### config.mk
export PLATFORM = sky130hd
export DESIGN_NAME = interrupt_priority_standby
export DESIGN_NICKNAME = d
export VERILOG_FILES = /design/src/inc/ips_pkg.sv /design/src/interrupt_priority_standby.sv /design/src/pin_edge_sync.sv /design/src/stab_timer.sv
export VERILOG_INCLUDE_DIRS = /design/src /design/src/inc
export SDC_FILE = /design/constraint.sdc
export NUM_CORES = 1
export LEC_CHECK = 0
export BUFFER_PORTS_ARGS = -buffer_cell sky130_fd_sc_hd__buf_2
export CAP_MARGIN = 0
export CORE_AREA = 2 2 101 83
export CTS_CLUSTER_SIZE = 30
export DETAILED_ROUTE_END_ITERATION = 8
export DIE_AREA = 0 0 103 85
export GPL_ROUTABILITY_DRIVEN = 0
export PLACE_DENSITY = 0.8
export REMOVE_ABC_BUFFERS = 1
export SETUP_SLACK_MARGIN = 0.5
export SYNTH_ARGS = -nofsm -noshare
export SYNTH_HDL_FRONTEND = slang
export SYNTH_SLANG_ARGS = --single-unit
### constraint.sdc
create_clock -name clk_sys -period 2.87 [get_ports clk_sys]
set_input_delay 0.4305 -clock clk_sys [delete_from_list [all_inputs] [get_ports clk_sys]]
set_output_delay 0.4305 -clock clk_sys [all_outputs]
set_load 0.005 [all_outputs]
### src/inc/ips_consts.svh
`ifndef IPS_CONSTS_SVH
`define IPS_CONSTS_SVH

// =====================================================================
// Source count and source slots, highest priority first
`define IPS_NUM_SRC        12
`define IPS_SRC_W          4
`define IPS_SRC_NMI        4'h0
`define IPS_SRC_TMR0       4'h1
`define IPS_SRC_TMR1       4'h2
`define IPS_SRC_EXT_RISE   4'h3
`define IPS_SRC_EXT_FALL   4'h4
`define IPS_SRC_EVT_A      4'h5
`define IPS_SRC_EVT_B      4'h6
`define IPS_SRC_CNT_FALL   4'h7
`define IPS_SRC_CONV       4'h8
`define IPS_SRC_SER_RX     4'h9
`define IPS_SRC_SER_TX     4'hA
`define IPS_SRC_SOFT       4'hB
`define IPS_UNMASKABLE     12'h801

// =====================================================================
// Vector addresses of the seven levels
`define IPS_VEC_L0         8'h04
`define IPS_VEC_L1         8'h08
`define IPS_VEC_L2         8'h10
`define IPS_VEC_L3         8'h18
`define IPS_VEC_L4         8'h20
`define IPS_VEC_L5         8'h28
`define IPS_VEC_L6         8'h60
`define IPS_RESTART_ADDR   16'h0000

// =====================================================================
// Pin idle levels and timing
`define IPS_IDLE_NMI       1'b1
`define IPS_IDLE_RISE      1'b0
`define IPS_IDLE_FALL      1'b1
`define IPS_IDLE_STOP      1'b1
`define IPS_STAB_TIME_US   52400
`define IPS_CLK_PERIOD_NS  50
`define IPS_TICK_DIV       16
`define IPS_TICK_W         17

`endif

### src/inc/ips_pkg.sv
package ips_pkg;

   // =====================================================================
   // Standby sequencer states
   typedef enum logic [5:0] {
      ST_RUN    = 6'h01,
      ST_HALT   = 6'h02,
      ST_STOP_A = 6'h04,
      ST_STAB_A = 6'h08,
      ST_STOP_B = 6'h10,
      ST_STAB_B = 6'h20
   } standby_state_t;

   typedef logic [11:0] src_vec_t;

endpackage

### src/interrupt_priority_standby.sv
`timescale 1ns/100ps
`include "ips_consts.svh"

// How it works
// RULE1: Twelve sources: three pins, nine internal units or instructions.
// RULE2: Seven levels, zero first; NMI at vector 4, software trap at 96.
// RULE3: Level one, vector 8, from either 8-bit timer match.
// RULE4: Level two, vector 16, from either maskable external pin.
// RULE5: Level three, vector 24, from either event counter match.
// RULE6: Level four, vector 32, counter-input falling edge or converter done.
// RULE7: Level five, vector 40, serial receive or serial transmit.
// RULE8: Halt instruction stops execution; clock, peripherals and state keep running.
// RULE9: Halt ends on any unmasked request or on reset.
// RULE10: Stop instruction enters stop A with oscillator halted.
// RULE11: Stop A leaves only on an NMI pin event or reset; the code also moves it to stop B on a low stop pin.
// RULE12: Stop A exit wait is software-programmed via timer 1, max 52.4 ms.
// RULE13: Readable standby flag tells wake-up from fresh power-up.
// RULE14: Outside party drives stop pin low; oscillator halts, RAM kept.
// RULE15: After stop pin rises, wait 52.4 ms then start at address 0.
// RULE16: Outside party may hold reset low to lengthen that wait.
// RULE17: NMI request is taken on the pin's falling edge.
// RULE18: First maskable pin requests on a rising edge.
// RULE19: Second maskable pin requests on a falling edge.
// RULE20: Highest pending enabled level served first; lower ones stay pending.
module interrupt_priority_standby #(
   parameter int STAB_CYCLES = (`IPS_STAB_TIME_US * 1000) / `IPS_CLK_PERIOD_NS,
   parameter int TICK_DIV    = `IPS_TICK_DIV
) (
   input  wire logic                    clk_sys,
   input  wire logic                    rstn,
   input  wire logic                    power_on_rstn,
   input  wire logic                    nmi_pin,
   input  wire logic                    ext_request_rising_pin,
   input  wire logic                    ext_request_falling_pin,
   input  wire logic                    stop_pin,
   input  wire logic                    timer_zero_match_irq,
   input  wire logic                    timer_one_match_irq,
   input  wire logic                    event_counter_match_a_irq,
   input  wire logic                    event_counter_match_b_irq,
   input  wire logic                    counter_input_fall_irq,
   input  wire logic                    converter_done_irq,
   input  wire logic                    serial_receive_irq,
   input  wire logic                    serial_transmit_irq,
   input  wire logic                    software_trap_instr,
   input  wire logic [11:0]             irq_enable,
   input  wire logic                    irq_ack,
   input  wire logic                    halt_instr,
   input  wire logic                    stop_instr,
   input  wire logic [`IPS_TICK_W-1:0]  stab_prog,
   input  wire logic                    standby_flag_clear,
   output logic                         irq_req,
   output logic [7:0]                   irq_vector,
   output logic [`IPS_SRC_W-1:0]        irq_source,
   output logic                         cpu_run,
   output logic                         halted,
   output logic                         osc_enable,
   output logic                         restart_pulse,
   output logic [15:0]                  restart_address,
   output logic                         standby_indicator_flag
);

   localparam int STAB_TICKS = STAB_CYCLES / TICK_DIV;
   localparam logic [`IPS_TICK_W-1:0] STAB_MAX = `IPS_TICK_W'(STAB_TICKS);

   // =====================================================================
   // Helper functions
   function automatic logic [`IPS_SRC_W-1:0] first_set(input ips_pkg::src_vec_t v);
      logic [`IPS_SRC_W-1:0] idx;
      idx = '0;
      for (int i = `IPS_NUM_SRC - 1; i >= 0; i--) begin
         if (v[i]) begin
            idx = `IPS_SRC_W'(i);
         end
      end
      return idx;
   endfunction

   function automatic logic [7:0] vector_of(input logic [`IPS_SRC_W-1:0] idx);
      logic [7:0] vec;
      vec = `IPS_VEC_L6;
      unique case (idx)
         `IPS_SRC_NMI:                    vec = `IPS_VEC_L0; // RULE2
         `IPS_SRC_TMR0, `IPS_SRC_TMR1:    vec = `IPS_VEC_L1; // RULE3
         `IPS_SRC_EXT_RISE,
         `IPS_SRC_EXT_FALL:               vec = `IPS_VEC_L2; // RULE4
         `IPS_SRC_EVT_A, `IPS_SRC_EVT_B:  vec = `IPS_VEC_L3; // RULE5
         `IPS_SRC_CNT_FALL, `IPS_SRC_CONV: vec = `IPS_VEC_L4; // RULE6
         `IPS_SRC_SER_RX, `IPS_SRC_SER_TX: vec = `IPS_VEC_L5; // RULE7
         default:                         vec = `IPS_VEC_L6; // RULE2
      endcase
      return vec;
   endfunction

   // =====================================================================
   // Pin synchronisers and edge detectors
   logic nmi_edge;
   logic rise_edge;
   logic fall_edge;
   logic stop_level;

   pin_edge_sync #(.IDLE(`IPS_IDLE_NMI), .FALL(1'b1)) u_nmi_sync (
      .clk_sys    (clk_sys),
      .rstn       (rstn),
      .pin        (nmi_pin),
      .level      (),
      .edge_pulse (nmi_edge) // RULE17
   );

   pin_edge_sync #(.IDLE(`IPS_IDLE_RISE), .FALL(1'b0)) u_rise_sync (
      .clk_sys    (clk_sys),
      .rstn       (rstn),
      .pin        (ext_request_rising_pin),
      .level      (),
      .edge_pulse (rise_edge) // RULE18
   );

   pin_edge_sync #(.IDLE(`IPS_IDLE_FALL), .FALL(1'b1)) u_fall_sync (
      .clk_sys    (clk_sys),
      .rstn       (rstn),
      .pin        (ext_request_falling_pin),
      .level      (),
      .edge_pulse (fall_edge) // RULE19
   );

   pin_edge_sync #(.IDLE(`IPS_IDLE_STOP), .FALL(1'b1)) u_stop_sync (
      .clk_sys    (clk_sys),
      .rstn       (rstn),
      .pin        (stop_pin),
      .level      (stop_level),
      .edge_pulse ()
   );

   // =====================================================================
   // Request collection
   ips_pkg::src_vec_t      raw_set;
   ips_pkg::src_vec_t      pending;
   ips_pkg::src_vec_t      served_clr;
   ips_pkg::src_vec_t      next_pending;
   ips_pkg::src_vec_t      next_enabled;
   ips_pkg::src_vec_t      en_eff;
   logic [`IPS_SRC_W-1:0]  next_idx;
   ips_pkg::standby_state_t state;
   ips_pkg::standby_state_t next_state;

   always_comb begin
      raw_set = '0;
      raw_set[`IPS_SRC_NMI]      = nmi_edge; // RULE1
      raw_set[`IPS_SRC_TMR0]     = timer_zero_match_irq;
      raw_set[`IPS_SRC_TMR1]     = timer_one_match_irq;
      raw_set[`IPS_SRC_EXT_RISE] = rise_edge;
      raw_set[`IPS_SRC_EXT_FALL] = fall_edge;
      raw_set[`IPS_SRC_EVT_A]    = event_counter_match_a_irq;
      raw_set[`IPS_SRC_EVT_B]    = event_counter_match_b_irq;
      raw_set[`IPS_SRC_CNT_FALL] = counter_input_fall_irq;
      raw_set[`IPS_SRC_CONV]     = converter_done_irq;
      raw_set[`IPS_SRC_SER_RX]   = serial_receive_irq;
      raw_set[`IPS_SRC_SER_TX]   = serial_transmit_irq;
      raw_set[`IPS_SRC_SOFT]     = software_trap_instr;
   end

   // NMI and software trap cannot be masked
   assign en_eff = irq_enable | `IPS_UNMASKABLE;

   always_comb begin
      served_clr = '0;
      if (irq_req && irq_ack) begin
         served_clr[irq_source] = 1'b1;
      end
      if (restart_pulse) begin
         served_clr = '1;
      end
      // A new event in the clearing cycle is kept
      next_pending = (pending & ~served_clr) | raw_set; // RULE20
      next_enabled = next_pending & en_eff;
      next_idx     = first_set(next_enabled); // RULE20
   end

   always_ff @(posedge clk_sys or negedge rstn) begin
      if (!rstn) begin
         pending <= '0;
      end else begin
         pending <= next_pending;
      end
   end

   // =====================================================================
   // Vector to the sequencer; computed from the next pending set so that
   // an acknowledged source never shows twice
   always_ff @(posedge clk_sys or negedge rstn) begin
      if (!rstn) begin
         irq_req    <= 1'b0;
         irq_vector <= `IPS_VEC_L0;
         irq_source <= `IPS_SRC_NMI;
      end else begin
         irq_req    <= (|next_enabled) && (next_state == ips_pkg::ST_RUN);
         irq_vector <= vector_of(next_idx); // RULE2
         irq_source <= next_idx;
      end
   end

   // =====================================================================
   // Standby sequencer
   logic                   stab_start;
   logic                   stab_done;
   logic [`IPS_TICK_W-1:0] stab_load;
   logic [`IPS_TICK_W-1:0] prog_load;

   // Software wait capped at the longest stabilisation
   assign prog_load = (stab_prog > STAB_MAX) ? STAB_MAX : stab_prog; // RULE12

   always_comb begin
      next_state = state;
      unique case (state)
         ips_pkg::ST_RUN: begin
            if (stop_instr) begin
               next_state = ips_pkg::ST_STOP_A; // RULE10
            end else if (halt_instr) begin
               next_state = ips_pkg::ST_HALT; // RULE8
            end
         end
         ips_pkg::ST_HALT: begin
            if (|next_enabled) begin
               next_state = ips_pkg::ST_RUN; // RULE9
            end
         end
         ips_pkg::ST_STOP_A: begin
            if (nmi_edge) begin
               next_state = ips_pkg::ST_STAB_A; // RULE11
            end
         end
         ips_pkg::ST_STAB_A: begin
            if (stab_done) begin
               next_state = ips_pkg::ST_RUN;
            end
         end
         ips_pkg::ST_STOP_B: begin
            if (stop_level) begin
               next_state = ips_pkg::ST_STAB_B; // RULE15
            end
         end
         ips_pkg::ST_STAB_B: begin
            if (stab_done) begin
               next_state = ips_pkg::ST_RUN;
            end
         end
         default: next_state = ips_pkg::ST_RUN;
      endcase
      // A low stop pin wins from any state
      if (!stop_level) begin
         next_state = ips_pkg::ST_STOP_B; // RULE14
      end
   end

   always_ff @(posedge clk_sys or negedge rstn) begin
      if (!rstn) begin
         state <= ips_pkg::ST_RUN; // RULE16
      end else begin
         state <= next_state;
      end
   end

   assign stab_start = (next_state != state) &&
                       ((next_state == ips_pkg::ST_STAB_A) ||
                        (next_state == ips_pkg::ST_STAB_B));
   assign stab_load  = (next_state == ips_pkg::ST_STAB_A) ? prog_load : STAB_MAX; // RULE15

   stab_timer #(.TICK_DIV(TICK_DIV), .CNT_W(`IPS_TICK_W)) u_stab (
      .clk_sys (clk_sys),
      .rstn    (rstn),
      .start   (stab_start),
      .load    (stab_load),
      .busy    (),
      .done    (stab_done) // RULE12
   );

   // =====================================================================
   // Status outputs
   always_ff @(posedge clk_sys or negedge rstn) begin
      if (!rstn) begin
         restart_pulse   <= 1'b0;
         restart_address <= `IPS_RESTART_ADDR;
      end else begin
         restart_pulse   <= (state == ips_pkg::ST_STAB_B) && stab_done; // RULE15
         restart_address <= `IPS_RESTART_ADDR;
      end
   end

   assign cpu_run    = state[0];
   assign halted     = state[1]; // RULE8
   // Oscillator is modelled as a gate; the sequencer itself keeps the clock
   assign osc_enable = ~(state[2] | state[4]); // RULE10

   // Survives the pin reset so a wake can be told from power-up
   always_ff @(posedge clk_sys or negedge power_on_rstn) begin
      if (!power_on_rstn) begin
         standby_indicator_flag <= 1'b0;
      end else if (stab_done) begin
         standby_indicator_flag <= 1'b1; // RULE13
      end else if (standby_flag_clear) begin
         standby_indicator_flag <= 1'b0;
      end
   end

endmodule

### src/pin_edge_sync.sv
`timescale 1ns/100ps
`include "ips_consts.svh"

module pin_edge_sync #(
   parameter logic IDLE = 1'b1,
   parameter logic FALL = 1'b1
) (
   input  wire logic clk_sys,
   input  wire logic rstn,
   input  wire logic pin,
   output logic      level,
   output logic      edge_pulse
);

   // =====================================================================
   // Two-stage synchroniser, third stage only for edge history
   logic meta;
   logic sync;
   logic prev;

   always_ff @(posedge clk_sys or negedge rstn) begin
      if (!rstn) begin
         meta <= IDLE;
         sync <= IDLE;
         prev <= IDLE;
      end else begin
         meta <= pin;
         sync <= meta;
         prev <= sync;
      end
   end

   assign level      = sync;
   assign edge_pulse = FALL ? (prev & ~sync) : (~prev & sync);

endmodule

### src/stab_timer.sv
`timescale 1ns/100ps
`include "ips_consts.svh"

module stab_timer #(
   parameter int TICK_DIV = `IPS_TICK_DIV,
   parameter int CNT_W    = `IPS_TICK_W
) (
   input  wire logic             clk_sys,
   input  wire logic             rstn,
   input  wire logic             start,
   input  wire logic [CNT_W-1:0] load,
   output logic                  busy,
   output logic                  done
);

   // =====================================================================
   // Tick divider; restarts with each wait so the first tick is full
   logic [15:0]      div;
   logic             tick;
   logic [CNT_W-1:0] remain;

   assign tick = busy && (div == 16'(TICK_DIV - 1));

   always_ff @(posedge clk_sys or negedge rstn) begin
      if (!rstn) begin
         div <= 16'h0000;
      end else if (start || tick) begin
         div <= 16'h0000;
      end else if (busy) begin
         div <= div + 16'h0001;
      end
   end

   // =====================================================================
   // Tick countdown; a zero load still waits one tick
   always_ff @(posedge clk_sys or negedge rstn) begin
      if (!rstn) begin
         remain <= '0;
         busy   <= 1'b0;
         done   <= 1'b0;
      end else begin
         done <= 1'b0;
         if (start) begin
            remain <= load;
            busy   <= 1'b1;
         end else if (tick) begin
            if (remain <= CNT_W'(1)) begin
               busy <= 1'b0;
               done <= 1'b1;
            end else begin
               remain <= remain - CNT_W'(1);
            end
         end
      end
   end

endmodule
==> qor.csv <==
metric;value;unit
slowest CP cell;or4_4;
Yosys warning count;0;
Post-route DRC;0;
ys async rst share;100;%
number of buffers created by CTS;9;
CP top delay family;simple AND/OR/NAND/NOR gates;
ANT cells;0;
Max Cap Viol;0;
area delta synth->final;24.5;%
CTS tree;done;
Fin. Hold Viols;0;
Final ANT Viol Nets;0;
Synth top area share;38.9;%
initial core utilization;54.7;%
number of synthesized flops with an enable pin;0;
Ports;83;
final wirelength;10200;µm
Arr. time, crit path;2650;ps
#FFs+latches synth;76;
max-slew violations;0;
Setup violations, final;0;
CP Max Fanout;6;
share of cells above drive strength 1;31.4;%
most common cell in the netlist;dfrtp_1;
Skew-Pair Late Insertion Delay;360;ps
cells along the critical path;or4_4, nor4_4, o211ai_1, buf_4, nor4_4, xnor2_1, o21ai_1;
I/O Buffers;61;
VDD IR max;0.000381;V
Fin Clk Skew;13.9;ps
DR vias;3674;
setup TNS;0;ps
most used cell, CP;nor4_4;
top post-synthesis cells by count;dfrtp_1, nor2_1, nand2_1;
initial drt markers;214;
Clock Sinks;76;
core area;0.00776;mm²
clock buffer depth;2;
drt wl/cell;15.6;µm
crit path time final;2400;ps
GRT Total Usage;22.8;%
clock-pin slew on the worst setup and hold paths;90;ps
DP HPWL;6510;µm
die area;0.00876;mm²
CP peak stage delay;570;ps
Achievable Freq;417;MHz
CP startpoint kind;flop;
Hold WS;87.0;ps
Vias/cell;5.61;
dominant cells by area after synthesis;dfrtp_1, dfstp_2, nor2_1;
CP required;3130;ps
# H-tree levels;3;
Buf+Inv Stages, Crit Path;1;
run status;finished, final reports clean;
Die Wd;103;µm
PwrDens;526;mW/mm²
worst hold-check path type;input port to asynchronous set/reset pin;
Crit Path Class;flop to flop;
vias in the first global route;3478;
fill count;592;
first-pass GRT wire length;15800;µm
ys flop type;dfrtp_1;
Root Driver;clkbuf_8;
Cell Rows;29;
fin nets;597;
Pleak;0.00214;µW
drt pass-1 iters;4;
Crit. End Element;flop;
period utilization;83.6;%
die height;85;µm
Mapped Area;0.00425;mm²
Synth area leader;dfrtp_1;
largest net degree at the start of global routing;76;
sequential fraction of the synthesis area;45.1;%
gate count after technology mapping;454;
Distinct cells, synth;59;
Mean Syn Cell Area;9.35;µm²
RSZ-0062 raised after global routing;true;
grt total ovfl;0;
initial antenna violation count;0;
==> cell type report <==
cell class | count | area (µm²) | area share, %
multi-input cells | 342 | 2370 | 44.9
flip-flops and latches | 76 | 1920 | 36.4
repair buffers | 95 | 584 | 11.1
well taps | 108 | 135 | 2.56
clock buffers | 9 | 124 | 2.34
clock inverters | 7 | 73.8 | 1.40
inverters | 18 | 71.3 | 1.35
==> timing repair <==
| action | CTS | global route |
|---|---|---|
| hold buffers | 1 | 0 |
| setup buffers | 13 | 15 |
| cloned | 0 | 0 |
| hold endpoints to repair | 1 | 0 |
| gates resized for setup | 15 | 45 |
| endpoints found under the setup margin | 22 | 38 |
| pin swaps | 2 | 17 |
==> report_power, final <==
part	total [µW]	switching [µW]	internal, µW
clock	823	418	406
combinational	623	327	296
sequential	1330	141	1190
total	2780	886	1890
==> routing by layer <==
layer / track usage (%) / routed length (µm) / up-vias
met2: 36.2 / 4910 / 128
met1: 31.0 / 4530 / 1749
met4: 6.58 / 165 / 0
li1: - / - / 1777
met5: 0 / 0 / -
met3: 5.85 / 592 / 20
==> flip-flops by register name, indices dropped and copies added (netlist names), 4 cells and up <==
name,flops
irq_source,4
irq_vector,5
pending,12
state,6
u_stab.div,16
u_stab.remain,17
==> layout by cell type, fill, tap and decap left out, types with 5 or more instances in the layout <==
cell	netlist	routed
dfstp_2	10	10
nand3_1	6	6
dfrtp_2	0	8
dfrtp_1	66	58
nor4_4	1	5
a21oi_1	23	23
conb_1	1	19
and3_1	8	8
nand4_1	9	9
xnor2_1	15	15
buf_4	19	28
o21ai_0	23	20
xor2_1	13	13
nor3_1	26	22
buf_2	7	61
nand2b_1	16	16
nand3b_1	5	5
o221ai_4	0	5
nor2b_1	14	14
nand2_1	27	26
clkbuf_8	0	9
nor2_1	42	38
o31ai_1	6	5
inv_1	18	17
==> worst register-to-register path, stage by stage, from the launching register on <==
cell and delay, ps:
dfrtp_2 450, or4_4 570, nor4_4 400, o211ai_1 290, buf_4 220, nor4_4 150, xnor2_1 150, o21ai_1 70
==> path summary, 6_finish.rpt <==
check	from	to	slack, ps	cells past startpoint
min reg2reg	u_rise_sync.meta$_DFF_PN0_	u_rise_sync.level$_DFF_PN0_	350	0
max reg2reg	u_stab.div[4]$_DFFE_PN0P_	u_stab.remain[5]$_DFFE_PN0P_	470	7
min	rstn	pending[8]$_DFF_PN0_	90	2
max in group asynchronous	power_on_rstn	standby_indicator_flag$_DFFE_PN0P_	2420	2
min in group clk_sys	stop_pin	u_stop_sync.meta$_DFF_PN1_	160	1
max	u_stab.div[4]$_DFFE_PN0P_	u_stab.remain[5]$_DFFE_PN0P_	470	7
==> cells by family (layout without fill, tap and decap cells) <==
kind of cell	count (synthesis)	in the layout	share of synthesized area, %
compound gates	93	93	14.4
simple gates	194	194	25.7
buf+inv	54	129	6.69
xor+xnor	28	28	5.78
fa+ha+maj	6	6	1.77
flops	76	76	45.1
mux	2	2	0.472
other cells	1	19	0.0883
==> through the flow <==
| step | utilization [%] | power, µW | std cells | setup slack, ps | area (µm²) |
|---|---|---|---|---|---|
| 2_1_floorplan | - | 1630 | 436 | 201 | 4100 |
| 3_3_place_gp | 59.1 | 1790 | 610 | 312 | 4590 |
| 3_5_place_dp | 59.1 | 1820 | 610 | 254 | 4590 |
| 4_1_cts | 63.8 | 2690 | 640 | 482 | 4960 |
| 5_1_grt | 68.1 | 2930 | 655 | 361 | 5290 |
| 6_report | 68.1 | 2780 | 655 | 471 | 5290 |
Note: power is estimated with default switching activity, not from simulation.
